### src/rst_ctrl_pkg.sv
/*
  Constants for the reset status and peripheral enable block:
  register byte addresses, field layouts, reset values, timing.
  Assumes a 32-bit byte-addressed register bus.
*/
package rst_ctrl_pkg;

    localparam int NUM_CAUSE = 8;
    localparam int NUM_EVENT = 7;

    // Byte addresses
    localparam logic [31:0] ADDR_SRC_EN   = 32'h4000_0018;
    localparam logic [31:0] ADDR_STATUS   = 32'h4000_001c;
    localparam logic [31:0] ADDR_MASK_ONE = 32'h4000_0020;
    localparam logic [31:0] ADDR_MASK_TWO = 32'h4000_0024;
    localparam logic [31:0] ADDR_EN_ONE   = 32'h4000_0028;
    localparam logic [31:0] ADDR_EN_TWO   = 32'h4000_002c;
    localparam logic [31:0] ADDR_IRQ_MASK = 32'h4000_003c;

    // Cause positions in status and source enable
    localparam int BIT_POWER_ON   = 7;
    localparam int BIT_PIN        = 6;
    localparam int BIT_CPU_REQ    = 5;
    localparam int BIT_SOFTWARE   = 4;
    localparam int BIT_WATCHDOG   = 3;
    localparam int BIT_MCLK_FAIL  = 2;
    localparam int BIT_EOSC_FAIL  = 1;
    localparam int BIT_LOW_VOLT   = 0;

    // Implemented bits of the peripheral registers
    localparam logic [31:0] MASK_ONE_BITS = 32'h030f_0f1f;
    localparam logic [31:0] MASK_TWO_BITS = 32'h00f3_0f33;
    localparam logic [31:0] EN_ONE_BITS   = 32'h030f_0f10;
    localparam logic [31:0] EN_TWO_BITS   = 32'h00f3_0f33;

    // Values after reset
    localparam logic [7:0]  SRC_EN_RST    = 8'h49;
    localparam logic [7:0]  STATUS_RST    = 8'h80;
    localparam logic [7:0]  IRQ_MASK_RST  = 8'h00;
    localparam logic [31:0] MASK_ONE_RST  = MASK_ONE_BITS;
    localparam logic [31:0] MASK_TWO_RST  = MASK_TWO_BITS;
    localparam logic [31:0] EN_ONE_RST    = 32'h0000_0000;
    localparam logic [31:0] EN_TWO_RST    = 32'h0000_0000;

    // Timing
    localparam int CLK_PERIOD_NS  = 100;
    localparam int EVENT_RST_NS   = 1000;
    localparam int EVENT_RST_CYC  = (EVENT_RST_NS + CLK_PERIOD_NS - 1) / CLK_PERIOD_NS;

endpackage

### src/reg_bus_if.sv
/*
  Internal register access carrier between the bus port and the
  register file. Assumes one write pulse per bus write.
*/
`timescale 1ns/1ns
interface reg_bus_if;
    logic [31:0] addr;
    logic [31:0] wdata;
    logic [3:0]  be;
    logic        wr;
    logic [31:0] rdata;

    modport port (output addr, output wdata, output be, output wr, input rdata);
    modport regs (input addr, input wdata, input be, input wr, output rdata);
endinterface

### src/reset_status_and_peripheral_enable.sv
/*
  Reset cause recorder and per-peripheral reset control with a
  Wishbone register port and a reset cause interrupt.
  Assumes event requests arrive asynchronously as levels and the
  power-on reset drives arst_n_i.
*/
// The Wishbone interface to the registers is this design's own decision.
`timescale 1ns/1ns

// Operation
// A status flag reads one after a reset from its source, else zero.
// Writing one to a status flag clears it.
// The cause status register is eight bits, one per source.
// Bit 7 power-on down to bit 0 low voltage; only bit 7 set after power-on.
// Mask bit one lets an event reset reach its peripheral.
// Mask bit zero shields the peripheral from event resets.
// First mask register: timers, GPIO, DMA, port control, watchdog, flash, system.
// Second mask register: analog front end, ADCs, PWM, UARTs, I2C, SPI.
// A peripheral stays in reset until its enable bit is written one.
// Writing enable zero puts the peripheral back into reset.
// First enable register: timers, GPIO, DMA; bits 3 to 0 reserved.
// Second enable register uses the second mask register layout.
// Only a source with its enable bit one causes an event reset.
// Writing zero to a status flag leaves it unchanged.
// Reserved mask and enable bits read zero and ignore writes.
module reset_status_and_peripheral_enable #(
    parameter int EVENT_CYCLES = rst_ctrl_pkg::EVENT_RST_CYC
) (
    input  wire logic                               clk_i,            // 10 MHz
    input  wire logic                               arst_n_i,         // Power-on reset, low
    input  wire logic                               wb_cyc_i,         // Wishbone cycle
    input  wire logic                               wb_stb_i,         // Wishbone strobe
    input  wire logic                               wb_we_i,          // Wishbone write
    input  wire logic [31:0]                        wb_adr_i,         // Byte address
    input  wire logic [3:0]                         wb_sel_i,         // Byte lanes
    input  wire logic [31:0]                        wb_dat_i,         // Write data
    output logic      [31:0]                        wb_dat_o,         // Read data
    output logic                                    wb_ack_o,         // Acknowledge
    input  wire logic [rst_ctrl_pkg::NUM_EVENT-1:0] reset_event_i,    // Async event requests
    output logic      [31:0]                        periph_rst_one_o, // Resets, first group
    output logic      [31:0]                        periph_rst_two_o, // Resets, second group
    output logic                                    irq_o             // Cause interrupt
);

    import rst_ctrl_pkg::*;

    ////////////////////////////////////////////////////////////////////////
    // Types and signals

    typedef enum logic [1:0] {
        EV_IDLE = 2'b01,
        EV_HOLD = 2'b10
    } ev_state_t;

    localparam logic [7:0] CNT_LOAD = 8'(EVENT_CYCLES);

    reg_bus_if rb ();

    logic [NUM_EVENT-1:0] meta_q;
    logic [NUM_EVENT-1:0] sync_q;
    logic [NUM_EVENT-1:0] prev_q;
    logic [NUM_CAUSE-1:0] rise;

    logic [7:0]  src_en_q;
    logic [7:0]  status_q;
    logic [7:0]  status_d;
    logic [7:0]  status_clr;
    logic [7:0]  irq_mask_q;
    logic [31:0] mask_one_q;
    logic [31:0] mask_two_q;
    logic [31:0] en_one_q;
    logic [31:0] en_two_q;

    logic        wr_src_en;
    logic        wr_status;
    logic        wr_irq_mask;
    logic        wr_mask_one;
    logic        wr_mask_two;
    logic        wr_en_one;
    logic        wr_en_two;
    logic [31:0] lanes;
    logic [31:0] rdata;

    ev_state_t   state_q;
    ev_state_t   state_d;
    logic [7:0]  cnt_q;
    logic        event_on;

    ////////////////////////////////////////////////////////////////////////
    // Bus port

    wb_reg_port u_port (
        .clk_i    (clk_i),
        .arst_n_i (arst_n_i),
        .wb_cyc_i (wb_cyc_i),
        .wb_stb_i (wb_stb_i),
        .wb_we_i  (wb_we_i),
        .wb_adr_i (wb_adr_i),
        .wb_sel_i (wb_sel_i),
        .wb_dat_i (wb_dat_i),
        .wb_dat_o (wb_dat_o),
        .wb_ack_o (wb_ack_o),
        .rb       (rb.port)
    );

    assign lanes = {{8{rb.be[3]}}, {8{rb.be[2]}}, {8{rb.be[1]}}, {8{rb.be[0]}}};

    assign wr_src_en   = rb.wr & (rb.addr == ADDR_SRC_EN);
    assign wr_status   = rb.wr & (rb.addr == ADDR_STATUS);
    assign wr_irq_mask = rb.wr & (rb.addr == ADDR_IRQ_MASK);
    assign wr_mask_one = rb.wr & (rb.addr == ADDR_MASK_ONE);
    assign wr_mask_two = rb.wr & (rb.addr == ADDR_MASK_TWO);
    assign wr_en_one   = rb.wr & (rb.addr == ADDR_EN_ONE);
    assign wr_en_two   = rb.wr & (rb.addr == ADDR_EN_TWO);

    ////////////////////////////////////////////////////////////////////////
    // Event synchronisers

    genvar g;
    generate
        for (g = 0; g < NUM_EVENT; g++) begin : g_sync
            always_ff @(posedge clk_i or negedge arst_n_i) begin
                if (!arst_n_i) begin
                    meta_q[g] <= 1'b0;
                    sync_q[g] <= 1'b0;
                    prev_q[g] <= 1'b0;
                end else begin
                    meta_q[g] <= reset_event_i[g];
                    sync_q[g] <= meta_q[g];
                    prev_q[g] <= sync_q[g];
                end
            end
            // Rising request counts only while its source is enabled
            assign rise[g] = sync_q[g] & ~prev_q[g] & src_en_q[g];
        end
    endgenerate

    // Power-on has no request line; the reset itself records it
    assign rise[BIT_POWER_ON] = 1'b0;

    ////////////////////////////////////////////////////////////////////////
    // Source enable register

    always_ff @(posedge clk_i or negedge arst_n_i) begin
        if (!arst_n_i) begin
            src_en_q <= SRC_EN_RST;
        end else if (wr_src_en & rb.be[0]) begin
            src_en_q <= {1'b0, rb.wdata[6:0]};
        end
    end

    ////////////////////////////////////////////////////////////////////////
    // Reset cause status

    // Only ones clear, and a new cause beats a clear in the same cycle
    assign status_clr = wr_status ? (rb.wdata[7:0] & lanes[7:0]) : 8'h00;
    assign status_d   = (status_q & ~status_clr) | rise;

    always_ff @(posedge clk_i or negedge arst_n_i) begin
        if (!arst_n_i) begin
            status_q <= STATUS_RST;
        end else begin
            status_q <= status_d;
        end
    end

    always_ff @(posedge clk_i or negedge arst_n_i) begin
        if (!arst_n_i) begin
            irq_mask_q <= IRQ_MASK_RST;
        end else if (wr_irq_mask & rb.be[0]) begin
            irq_mask_q <= rb.wdata[7:0];
        end
    end

    always_ff @(posedge clk_i or negedge arst_n_i) begin
        if (!arst_n_i) begin
            irq_o <= 1'b0;
        end else begin
            irq_o <= |(status_d & irq_mask_q);
        end
    end

    ////////////////////////////////////////////////////////////////////////
    // Peripheral reset masks

    always_ff @(posedge clk_i or negedge arst_n_i) begin
        if (!arst_n_i) begin
            mask_one_q <= MASK_ONE_RST;
        end else if (wr_mask_one) begin
            mask_one_q <= ((mask_one_q & ~lanes) | (rb.wdata & lanes)) & MASK_ONE_BITS;
        end
    end

    always_ff @(posedge clk_i or negedge arst_n_i) begin
        if (!arst_n_i) begin
            mask_two_q <= MASK_TWO_RST;
        end else if (wr_mask_two) begin
            mask_two_q <= ((mask_two_q & ~lanes) | (rb.wdata & lanes)) & MASK_TWO_BITS;
        end
    end

    ////////////////////////////////////////////////////////////////////////
    // Peripheral function enables

    always_ff @(posedge clk_i or negedge arst_n_i) begin
        if (!arst_n_i) begin
            en_one_q <= EN_ONE_RST;
        end else if (wr_en_one) begin
            en_one_q <= ((en_one_q & ~lanes) | (rb.wdata & lanes)) & EN_ONE_BITS;
        end
    end

    always_ff @(posedge clk_i or negedge arst_n_i) begin
        if (!arst_n_i) begin
            en_two_q <= EN_TWO_RST;
        end else if (wr_en_two) begin
            en_two_q <= ((en_two_q & ~lanes) | (rb.wdata & lanes)) & EN_TWO_BITS;
        end
    end

    ////////////////////////////////////////////////////////////////////////
    // Event reset pulse

    always_comb begin
        state_d = state_q;
        case (state_q)
            EV_IDLE: begin
                if (|rise) begin
                    state_d = EV_HOLD;
                end
            end
            EV_HOLD: begin
                if ((cnt_q == 8'h01) && !(|rise)) begin
                    state_d = EV_IDLE;
                end
            end
            default: begin
                state_d = EV_IDLE;
            end
        endcase
    end

    always_ff @(posedge clk_i or negedge arst_n_i) begin
        if (!arst_n_i) begin
            state_q <= EV_IDLE;
        end else begin
            state_q <= state_d;
        end
    end

    // A fresh cause restarts the full pulse
    always_ff @(posedge clk_i or negedge arst_n_i) begin
        if (!arst_n_i) begin
            cnt_q <= 8'h00;
        end else if (|rise) begin
            cnt_q <= CNT_LOAD;
        end else if (cnt_q != 8'h00) begin
            cnt_q <= cnt_q - 8'h01;
        end
    end

    assign event_on = (state_q == EV_HOLD);

    ////////////////////////////////////////////////////////////////////////
    // Peripheral reset outputs

    // Event reaches only masked-in units; disabled units stay in reset
    always_ff @(posedge clk_i or negedge arst_n_i) begin
        if (!arst_n_i) begin
            periph_rst_one_o <= MASK_ONE_BITS;
            periph_rst_two_o <= MASK_TWO_BITS;
        end else begin
            periph_rst_one_o <= ({32{event_on}} & mask_one_q)
                              | (EN_ONE_BITS & ~en_one_q);
            periph_rst_two_o <= ({32{event_on}} & mask_two_q)
                              | (EN_TWO_BITS & ~en_two_q);
        end
    end

    ////////////////////////////////////////////////////////////////////////
    // Read data

    always_comb begin
        rdata = 32'h0000_0000;
        case (rb.addr)
            ADDR_SRC_EN: begin
                rdata = {24'h00_0000, src_en_q};
            end
            ADDR_STATUS: begin
                rdata = {24'h00_0000, status_q};
            end
            ADDR_IRQ_MASK: begin
                rdata = {24'h00_0000, irq_mask_q};
            end
            ADDR_MASK_ONE: begin
                rdata = mask_one_q;
            end
            ADDR_MASK_TWO: begin
                rdata = mask_two_q;
            end
            ADDR_EN_ONE: begin
                rdata = en_one_q;
            end
            ADDR_EN_TWO: begin
                rdata = en_two_q;
            end
            default: begin
                rdata = 32'h0000_0000;
            end
        endcase
    end

    assign rb.rdata = rdata;

endmodule // reset_status_and_peripheral_enable

### src/wb_reg_port.sv
/*
  Classic Wishbone slave front end: one wait state, registered ack
  and read data. Assumes a master that holds its request until ack.
*/
`timescale 1ns/1ns
module wb_reg_port (
    input  wire logic        clk_i,     // Bus clock
    input  wire logic        arst_n_i,  // Async reset, low
    input  wire logic        wb_cyc_i,  // Cycle
    input  wire logic        wb_stb_i,  // Strobe
    input  wire logic        wb_we_i,   // Write
    input  wire logic [31:0] wb_adr_i,  // Byte address
    input  wire logic [3:0]  wb_sel_i,  // Byte lanes
    input  wire logic [31:0] wb_dat_i,  // Write data
    output logic      [31:0] wb_dat_o,  // Read data
    output logic             wb_ack_o,  // Acknowledge
    reg_bus_if.port          rb         // Register side
);

    logic req;
    logic ack_q;
    logic [31:0] dat_q;

    assign req      = wb_cyc_i & wb_stb_i;
    assign rb.addr  = wb_adr_i;
    assign rb.wdata = wb_dat_i;
    assign rb.be    = wb_sel_i;
    // Write lands on the edge where the master sees ack
    assign rb.wr    = req & wb_we_i & ack_q;
    assign wb_ack_o = ack_q;
    assign wb_dat_o = dat_q;

    always_ff @(posedge clk_i or negedge arst_n_i) begin
        if (!arst_n_i) begin
            ack_q <= 1'b0;
        end else begin
            ack_q <= req & ~ack_q;
        end
    end

    always_ff @(posedge clk_i or negedge arst_n_i) begin
        if (!arst_n_i) begin
            dat_q <= 32'h0000_0000;
        end else if (req & ~ack_q) begin
            dat_q <= rb.rdata;
        end
    end

endmodule // wb_reg_port
### config.mk
export PLATFORM = sky130hd
export DESIGN_NAME = reset_status_and_peripheral_enable
export DESIGN_NICKNAME = d
export VERILOG_FILES = /design/src/rst_ctrl_pkg.sv /design/src/reg_bus_if.sv /design/src/reset_status_and_peripheral_enable.sv /design/src/wb_reg_port.sv
export SDC_FILE = /design/constraint.sdc
export NUM_CORES = 1
export LEC_CHECK = 0
export BUFFER_PORTS_ARGS = -buffer_cell sky130_fd_sc_hd__buf_2
export CORE_ASPECT_RATIO = 0.9
export CORE_MARGIN = 10
export CORE_UTILIZATION = 57
export CTS_BUF_LIST = sky130_fd_sc_hd__clkbuf_16
export DETAILED_ROUTE_END_ITERATION = 8
export PLACE_DENSITY = 0.92
export SETUP_SLACK_MARGIN = 0.2
export SLEW_MARGIN = 25
export SYNTH_ARGS = -nofsm -noshare
export SYNTH_HDL_FRONTEND = slang
export SYNTH_SLANG_ARGS = --single-unit
### constraint.sdc
create_clock -name clk_i -period 4.3 [get_ports clk_i]
set_input_delay 0.43 -clock clk_i [delete_from_list [all_inputs] [get_ports clk_i]]
set_output_delay 0.43 -clock clk_i [all_outputs]
set_load 0.01 [all_outputs]
* Word-level counts from Yosys, hierarchy flattened
Index checks and enable logic that the tools add are counted.
** Word-level totals
- Output and inout bits :: 98
- Flip-flop bits (word level) :: 206
- Logic and storage cells :: 118
** Operators by class
- Muxes and demuxes :: 7
- Reduce and logical (&&, ||, !) cells :: 7
- Equal/unequal tests :: 12
- Bitwise gates (word level) :: 56
- Add/sub/neg operators :: 1
** Operators by type and width (number)
- $eq A32 B31 Y1 const B :: 7
- $pmux W26 S7 :: 1
- $and A26 B26 Y26 :: 3
- $not A26 Y26 :: 2
- $or A26 B26 Y26 :: 2
- $and A24 B24 Y24 :: 2
- $or A24 B24 Y24 :: 2
- $and A32 B24 Y32 :: 1
- $and A32 B26 Y32 :: 1
- $or A32 B24 Y32 :: 1
- $or A32 B26 Y32 :: 1
- $and A1 B1 Y1 :: 27
- $and A8 B8 Y8 :: 3
- $mux W8 :: 3
- $not A24 Y24 :: 1
- $eq A8 B1 Y1 const B :: 1
- $not A1 Y1 :: 8
- $not A8 Y8 :: 1
- $or A8 B7 Y8 :: 1
- $reduce_bool A8 Y1 :: 1
- $reduce_or A8 Y1 :: 1
- $sub A8 B1 Y8 const B :: 1
- $reduce_or A7 Y1 :: 1
- $mux W2 :: 2
- 9 further kinds :: 9

* Longest topological paths before layout
Gate-level depths: netlist of run 1.
- Word-level depth :: 10
- Mapped depth :: 8
- Depth with buffers taken out :: 8

* Hierarchy
From an unflattened synthesis of run 1, not the netlist that was laid out.
** Unflattened totals
- Cells, all modules :: 648
- Area total of the unflattened synthesis :: 8121.5 um^2
** Modules (own cells, without submodules)
- reset_status_and_peripheral_enable :: area each 6249.7 um^2, seq. area each 3532.1 um^2, cells each 509, instances 1
- wb_reg_port :: area each 1871.8 um^2, seq. area each 825.8 um^2, cells each 139, instances 1

* Worst setup path after synthesis of run 1
OpenSTA, ideal clock, no wires.
- Path kind :: input to register
- Start point :: in wb_adr_i[7]
- End point :: reg irq_mask_q[0]
- Required time :: 4.175 ns
- Library setup time :: 0.125 ns
- Cell stages on the path :: 7
- Setup slack :: 1.890 ns
- Data arrival time :: 2.285 ns
- Cell sequence :: nor4_1 -> nand4_1 -> nor3_1 -> buf_2 -> nand2_1 -> nor2_2 -> mux2_2
** On the way
- Word-level cells in the longest chain between the ends :: 3
** RTL lines
- start, declared :: RTL line reset_status_and_peripheral_enable.sv:34 : input wire logic [31:0] wb_adr_i,
- $eq A32 B31 Y1 :: RTL line reset_status_and_peripheral_enable.sv:110 : assign wr_irq_mask = rb.wr & (rb.addr == ADDR_IRQ_MASK);
- $and A1 B1 Y1 :: RTL line reset_status_and_peripheral_enable.sv:110
- $and A1 B1 Y1 :: RTL line reset_status_and_peripheral_enable.sv:170 : end else if (wr_irq_mask & rb.be[0]) begin
- end signal, assigned :: RTL line reset_status_and_peripheral_enable.sv:171 : irq_mask_q <= rb.wdata[7:0];
- end, declared :: RTL line reset_status_and_peripheral_enable.sv:68 : logic [7:0] irq_mask_q;
Every way passes these cells.
A chain may end at the register's enable or synchronous reset.

==> flow_metrics.tcl, run 1 <==
set metrics [dict create \
    seqPwrFrac 0.501 \
    fmax_mhz 345 \
    path_clk_slew_ns 0.06 \
    r2r_start "u_port.wb_ack_o" \
    maxCapViolations 0 \
    synth.top_cells.by_area "dfrtp_1 34%, dfstp_2 23%, mux2_2 9.7%" \
    final_nets 822 \
    num_io_pins 178 \
    synth_warnings 0 \
    cp_max_fo 14 \
    relSlewSlack 0.388 \
    syn_to_final_growth_pct 17.1 \
    grt_pass1_vias 5439 \
    grt_pass1_wl_um 28800 \
    clock_skew_ns 0.00791 \
    cts_hold_buf 0 \
    rsz0062_at_grt "false" \
    synth_ff_type "dfrtp_1" \
    post-synth-top-count-cell "nand2_1" \
    clock-root-buffer "clkbuf_16" \
    period_minus_slack_ns 2.90 \
    hold_class "in -> async" \
    rows 38 \
    synth_seq_area_share 0.577 \
    reg2reg_depth 8 \
    core_area_um2 12100 \
    syn_area_um2 7120 \
    cts_max_level 4 \
    overflow 0 \
    dr.first_iter.drc_count 568 \
    clk_path_buf_depth 2 \
    synth_commonest_cells "117 x nand2_1, 98 x dfrtp_1, 63 x dfstp_2" \
    ir_drop_uv 301 \
    cts_resized 0 \
    ys_async_sr_fraction 1.00 \
    rrSetupSlack_ns 1.78 \
    ys_ff_latch 161 \
    clock_sinks 161 \
    final-hold-violation-count 0 \
    avgSynthCellArea_um2 11.7 \
    leakage_nw 3.79 \
    drive_gt1_frac 0.402 \
    synthCells 606 \
    numCtsBuffers 17 \
    drtAntennaViolNets 0 \
    synth-edff-count 0 \
    finalSetupViolCount 0 \
    pwr-share-clk 0.442 \
    power_switching_mw 0.708 \
    pwr_density_cell_nw_per_um2 370 \
    antenna_found_initial 2 \
    finalCritPeriodShare 0.674 \
    die_area_um2 17400 \
    start_util 0.587 \
    dr.pass1.iters 6 \
    tightestPinTransition_ns 0.909 \
    die_h_um 126 \
    place.gp.congestion 0.890 \
    setup_tns_ns 0 \
    dp_hpwl_um 13500 \
    critical_path.startpoint_type "primary input" \
    outcome "finished, final reports clean" \
    postLayoutCoreUtil 0.687 \
    slew_violations 0 \
    worstSetupEndpointType "register" \
    wl_um 18500 \
    drc 0 \
    cts_setup_buffers 0 \
    synth_top_cell_by_area "dfrtp_1" \
    ys_types 53 \
    wire_per_inst_um 20.2 \
    die_x_um 138 \
    vias 5251 \
    r2r_end "irq_o" \
    switching_share 0.230 \
    clk_latency_ns 0.41 \
    grt_max_degree 86 \
    comb_power_share 0.057 \
    critPathKind "in -> reg" \
    internal_power_mw 2.37 \
    grt_usage 0.211 \
    required_ns 4.63 \
    viasPerCell 5.74 \
    cts_tree "yes" \
    worstPathArrival_ns 3.23 \
    critPathLaunch "wb_adr_i[26]" \
    yosysTopAreaCellShare 0.345 \
    port_buffers 122 \
]
[power by group through the flow]
stage / clock network, mW / registers [mW] / logic, mW
detailed placement: 0 / 1.57 / 0.172
global route: 1.45 / 1.54 / 0.195
global placement: 0 / 1.57 / 0.162
floorplan: 0 / 1.57 / 0.112
finish: 1.36 / 1.54 / 0.176
CTS: 1.37 / 1.54 / 0.173
[stage by stage]
step | cells | total power, mW | setup WS, ns | hold WS, ns | cell area (um2)
floorplan | 650 | 1.68 | 1.89 | 0.134 | 7280
global placement | 881 | 1.73 | 1.19 | 0.336 | 7790
detailed placement | 881 | 1.74 | 1.01 | 0.335 | 7790
CTS | 913 | 3.09 | 1.44 | 0.0896 | 8330
global route | 915 | 3.19 | 1.27 | 0.0983 | 8330
finish | 915 | 3.08 | 1.40 | 0.0555 | 8330
[placed cells by master, fill, tap and decap left out, types with 3 or more instances in the layout]
cell        instances
a21o_1              3
a221oi_1            6
a222oi_1            3
a22o_1              7
a22oi_1            20
a32oi_1             6
and2_1              4
and3_1              3
and3b_1             3
and4_1              4
buf_2             121
buf_4              12
clkbuf_16          17
clkinv_1            3
clkinv_2            3
clkinvlp_4          4
conb_1             45
dfrtp_1            98
dfstp_2            63
inv_1               9
mux2_1             11
mux2_2             61
nand2_1           117
nand3_1             8
nand3b_1            5
nand4_1             6
nor2_1             25
nor2b_1             5
nor3_1              7
nor3b_1             5
nor4_1              4
nor4_2              5
o21ai_0            20
or2_2               3
[worst min-delay path by stage]
stage / start / end / slack, ns
floorplan: arst_n_i / asynchronous set/reset pin / 0.13
global placement: meta_q[1] / sync_q[1] / 0.34
detailed placement: meta_q[5] / sync_q[5] / 0.33
CTS: arst_n_i / status_q[1] / 0.09
global route: reset_event_i[3] / meta_q[3] / 0.1
finish: arst_n_i / meta_q[0] / 0.06
[routing by layer]
metal | global-route usage | vias up | share of wire
met5 | 0 | - | 0
met1 | 0.266 | 2604 | 0.38
met4 | 0.0736 | 0 | 0.018
met3 | 0.0664 | 30 | 0.11
met2 | 0.335 | 301 | 0.49
li1 | - | 2316 | -
[final cells by class]
class	count	area [um2]
clock inverters	15	106
repair buffers	134	707
multi-input cells	420	2760
well taps	160	200
clock buffers	17	425
fillers	883	3790
diodes	2	5.00
inverters	6	22.5
flip-flops and latches	161	4110
[cell families (layout without fill, tap and decap cells)]
kind of cell / Yosys count / count (layout) / synth area share
buf+inv: 69 / 172 / 0.0607
flops: 161 / 161 / 0.577
other cells: 1 / 47 / 0.000527
simple gates: 218 / 218 / 0.158
compound gates: 78 / 78 / 0.0795
mux: 73 / 73 / 0.115
xor+xnor: 4 / 4 / 0.00492
fa+ha+maj: 2 / 2 / 0.00352
[worst max-delay path, stage by stage]
cell and delay (ns):
buf_2 0.10, nor4_1 0.41, nand2_1 0.33, nor4_4 0.53, nor3b_4 0.70, nand3_1 0.33
mux2_1 0.39
Note: power is estimated with default switching activity, not from simulation.
==> inputs of run 2 (changes only) <==
--- a/config.mk
+++ b/config.mk
@@ -5,13 +5,14 @@
 export SDC_FILE = /design/constraint.sdc
 export NUM_CORES = 1
 export LEC_CHECK = 0
+export ABC_AREA = 1
 export BUFFER_PORTS_ARGS = -buffer_cell sky130_fd_sc_hd__buf_2
 export CORE_ASPECT_RATIO = 0.9
 export CORE_MARGIN = 10
-export CORE_UTILIZATION = 57
+export CORE_UTILIZATION = 53
 export CTS_BUF_LIST = sky130_fd_sc_hd__clkbuf_16
 export DETAILED_ROUTE_END_ITERATION = 8
-export PLACE_DENSITY = 0.92
+export PLACE_DENSITY = 0.86
 export SETUP_SLACK_MARGIN = 0.2
 export SLEW_MARGIN = 25
 export SYNTH_ARGS = -nofsm -noshare
==> constraint.sdc (replaced) <==
create_clock -name clk_i -period 3 [get_ports clk_i]
set_input_delay 0.3 -clock clk_i [delete_from_list [all_inputs] [get_ports clk_i]]
set_output_delay 0.3 -clock clk_i [all_outputs]
set_load 0.01 [all_outputs]
==> flow_metrics.tcl, run 2 <==
set metrics [dict create \
    outcome "finished, final reports clean" \
    grt_pass1_vias 5743 \
    dr.pass1.iters 7 \
    cp_max_fo 18 \
    path_clk_slew_ns 0.07 \
    hold_start "wb_dat_i[18]" \
    port_buffers 122 \
    synth_ff_type "dfrtp_1" \
    maxCapViolations 0 \
    final-hold-violation-count 0 \
    grt_max_degree 87 \
    reg2reg_depth 3 \
    finalSetupViolCount 0 \
    synthCells 816 \
    period_minus_slack_ns 2.40 \
    drive_gt1_frac 0.264 \
    yosysTopAreaCellShare 0.343 \
    finalCritPeriodShare 0.801 \
    final_common_cell "nand2_1" \
    post-synth-top-count-cell "nand2_1" \
    cts_tree "yes" \
    wire_per_inst_um 15.9 \
    place.gp.congestion 0.852 \
    dr.first_iter.drc_count 531 \
    grt_usage 0.193 \
    ir_drop_uv 383 \
    ys_ff_latch 161 \
    avgSynthCellArea_um2 8.77 \
    critPathLaunch "state_q[0]" \
    tightestPinTransition_ns 1.04 \
    pwr_density_cell_nw_per_um2 551 \
    synth_commonest_cells "282 x nand2_1, 98 x dfrtp_1, 78 x inv_1" \
    synth_warnings 0 \
    cts_setup_buffers 0 \
    worstPathArrival_ns 2.72 \
    final_cell_mix "282 x nand2_1, 121 x buf_2, 98 x dfrtp_1, 78 x inv_1, 71 x o21ai_0" \
    cts_max_level 4 \
    syn_area_um2 7160 \
    wl_um 18000 \
    critical_path.startpoint_type "register" \
    overflow 0 \
    dp_hpwl_um 12700 \
    synth_seq_area_share 0.574 \
    grt_pass1_wl_um 28100 \
    die_x_um 143 \
    final_nets 1035 \
    num_io_pins 178 \
    synth.top_cells.by_area "dfrtp_1 34%, dfstp_2 23%, nand2_1 15%" \
    clock-root-buffer "clkbuf_16" \
    finalNonFillerCells 1136 \
    die_area_um2 18600 \
    die_h_um 130 \
    syn_to_final_growth_pct 18.7 \
    required_ns 3.32 \
    dp_cells 1094 \
    start_util 0.538 \
    antenna_found_initial 3 \
    clk_path_buf_depth 2 \
    fmax_mhz 416 \
    synth-edff-count 0 \
    leakage_nw 4.08 \
    clk_latency_ns 0.43 \
    clock_sinks 161 \
    rrSetupSlack_ns 0.60 \
    setup_tns_ns 0 \
    relSlewSlack 0.306 \
    rsz0062_at_grt "false" \
    critPathKind "reg -> reg" \
    hold_path_depth 3 \
    slew_violations 0 \
    ys_types 35 \
    clock_skew_ns 0.00610 \
    drc 0 \
    rows 40 \
    fillers 1076 \
    drtAntennaViolNets 0 \
    synth_top_cell_by_area "dfrtp_1" \
    hold_class "in -> reg" \
    r2r_start "state_q[0]" \
    numCtsBuffers 17 \
    viasPerCell 5.03 \
    vias 5709 \
    core_area_um2 13300 \
    ys_async_sr_fraction 1.00 \
    cts_resized 0 \
    worstSetupEndpointType "register" \
]
==> run 2: changes by cell type in the layout (fill, tap and decap cells not counted), moves of 8 or more <==
cell / delta
a22oi_1: -20
buf_4: -8
dlygate4sd3_1: +8
inv_1: +69
mux2_1: -11
mux2_2: -61
nand2_1: +165
nand2_2: +8
nand3_1: +13
nor2_1: +24
o21ai_0: +51
o21ai_1: +31
==> run 2: critical path, cell delays in order, from the launching register on <==
cell,delay [ns]
dfstp_2,0.37
nor2_1,0.78
inv_1,0.67
o21ai_0,0.45
==> run 2: path summary, 6_finish.rpt <==
kind                                   endpoint
max                        periph_rst_one_o[25]
min                                    register
max reg2reg                periph_rst_one_o[25]
min reg2reg                           sync_q[1]
max in group asynchronous   periph_rst_one_o[0]
min in group asynchronous             meta_q[0]
==> run 2: per-layer routing <==
metal	part of all wire	global-route usage	vias to the layer above
li1	-	-	2744
met1	0.41	0.235	2724
met2	0.49	0.314	204
met3	0.082	0.0679	35
met4	0.017	0.0673	2
met5	0.00061	0	-
==> run 2: stage by stage <==
stage	total power [mW]	util	area [um2]	hold WS [ns]	setup slack, ns
global placement	2.40	0.584	7780	0.334	0.694
CTS	4.71	0.638	8490	0.0930	0.672
floorplan	2.34	-	7320	0.00441	1.44
global route	4.83	0.638	8490	0.108	0.495
detailed placement	2.41	0.584	7780	0.335	0.685
finish	4.68	0.638	8500	0.109	0.597
==> run 2: cell type report <==
| cell class | instances | area, um2 | area share |
|---|---|---|---|
| sequential | 161 | 4110 | 0.483 |
| multi-input combinational | 556 | 2490 | 0.293 |
| timing repair buffer | 135 | 747 | 0.0879 |
| clock buffer | 17 | 425 | 0.0501 |
| inverter | 82 | 308 | 0.0362 |
| tap | 168 | 210 | 0.0247 |
| clock inverter | 15 | 208 | 0.0244 |
| antenna | 2 | 5.00 | 0.000589 |
==> run 2: power breakdown <==
| part | switching [mW] | internal (mW) |
|---|---|---|
| clock network | 0.905 | 1.40 |
| registers | 0.00558 | 2.19 |
| logic | 0.128 | 0.0537 |
==> run 2: cells by family (layout without fill, tap and decap cells) <==
| group | count (synthesis) | after routing | share of synthesized area |
|---|---|---|---|
| multiplexers | 1 | 1 | 0.00210 |
| buffers and inverters | 143 | 249 | 0.102 |
| XOR/XNOR | 2 | 2 | 0.00245 |
| AO/OA/AOI/OAI | 116 | 116 | 0.0863 |
| flip-flops | 161 | 161 | 0.574 |
| other | 1 | 47 | 0.000524 |
| adder cells (fa/ha/maj) | 2 | 2 | 0.00349 |
| AND/OR/NAND/NOR | 390 | 390 | 0.229 |
==> run 2: repair_timing <==
action	in CTS	in global routing
hold buffers	8	0
setup endpoints to repair	0	0
endpoints found under the hold margin	60	0
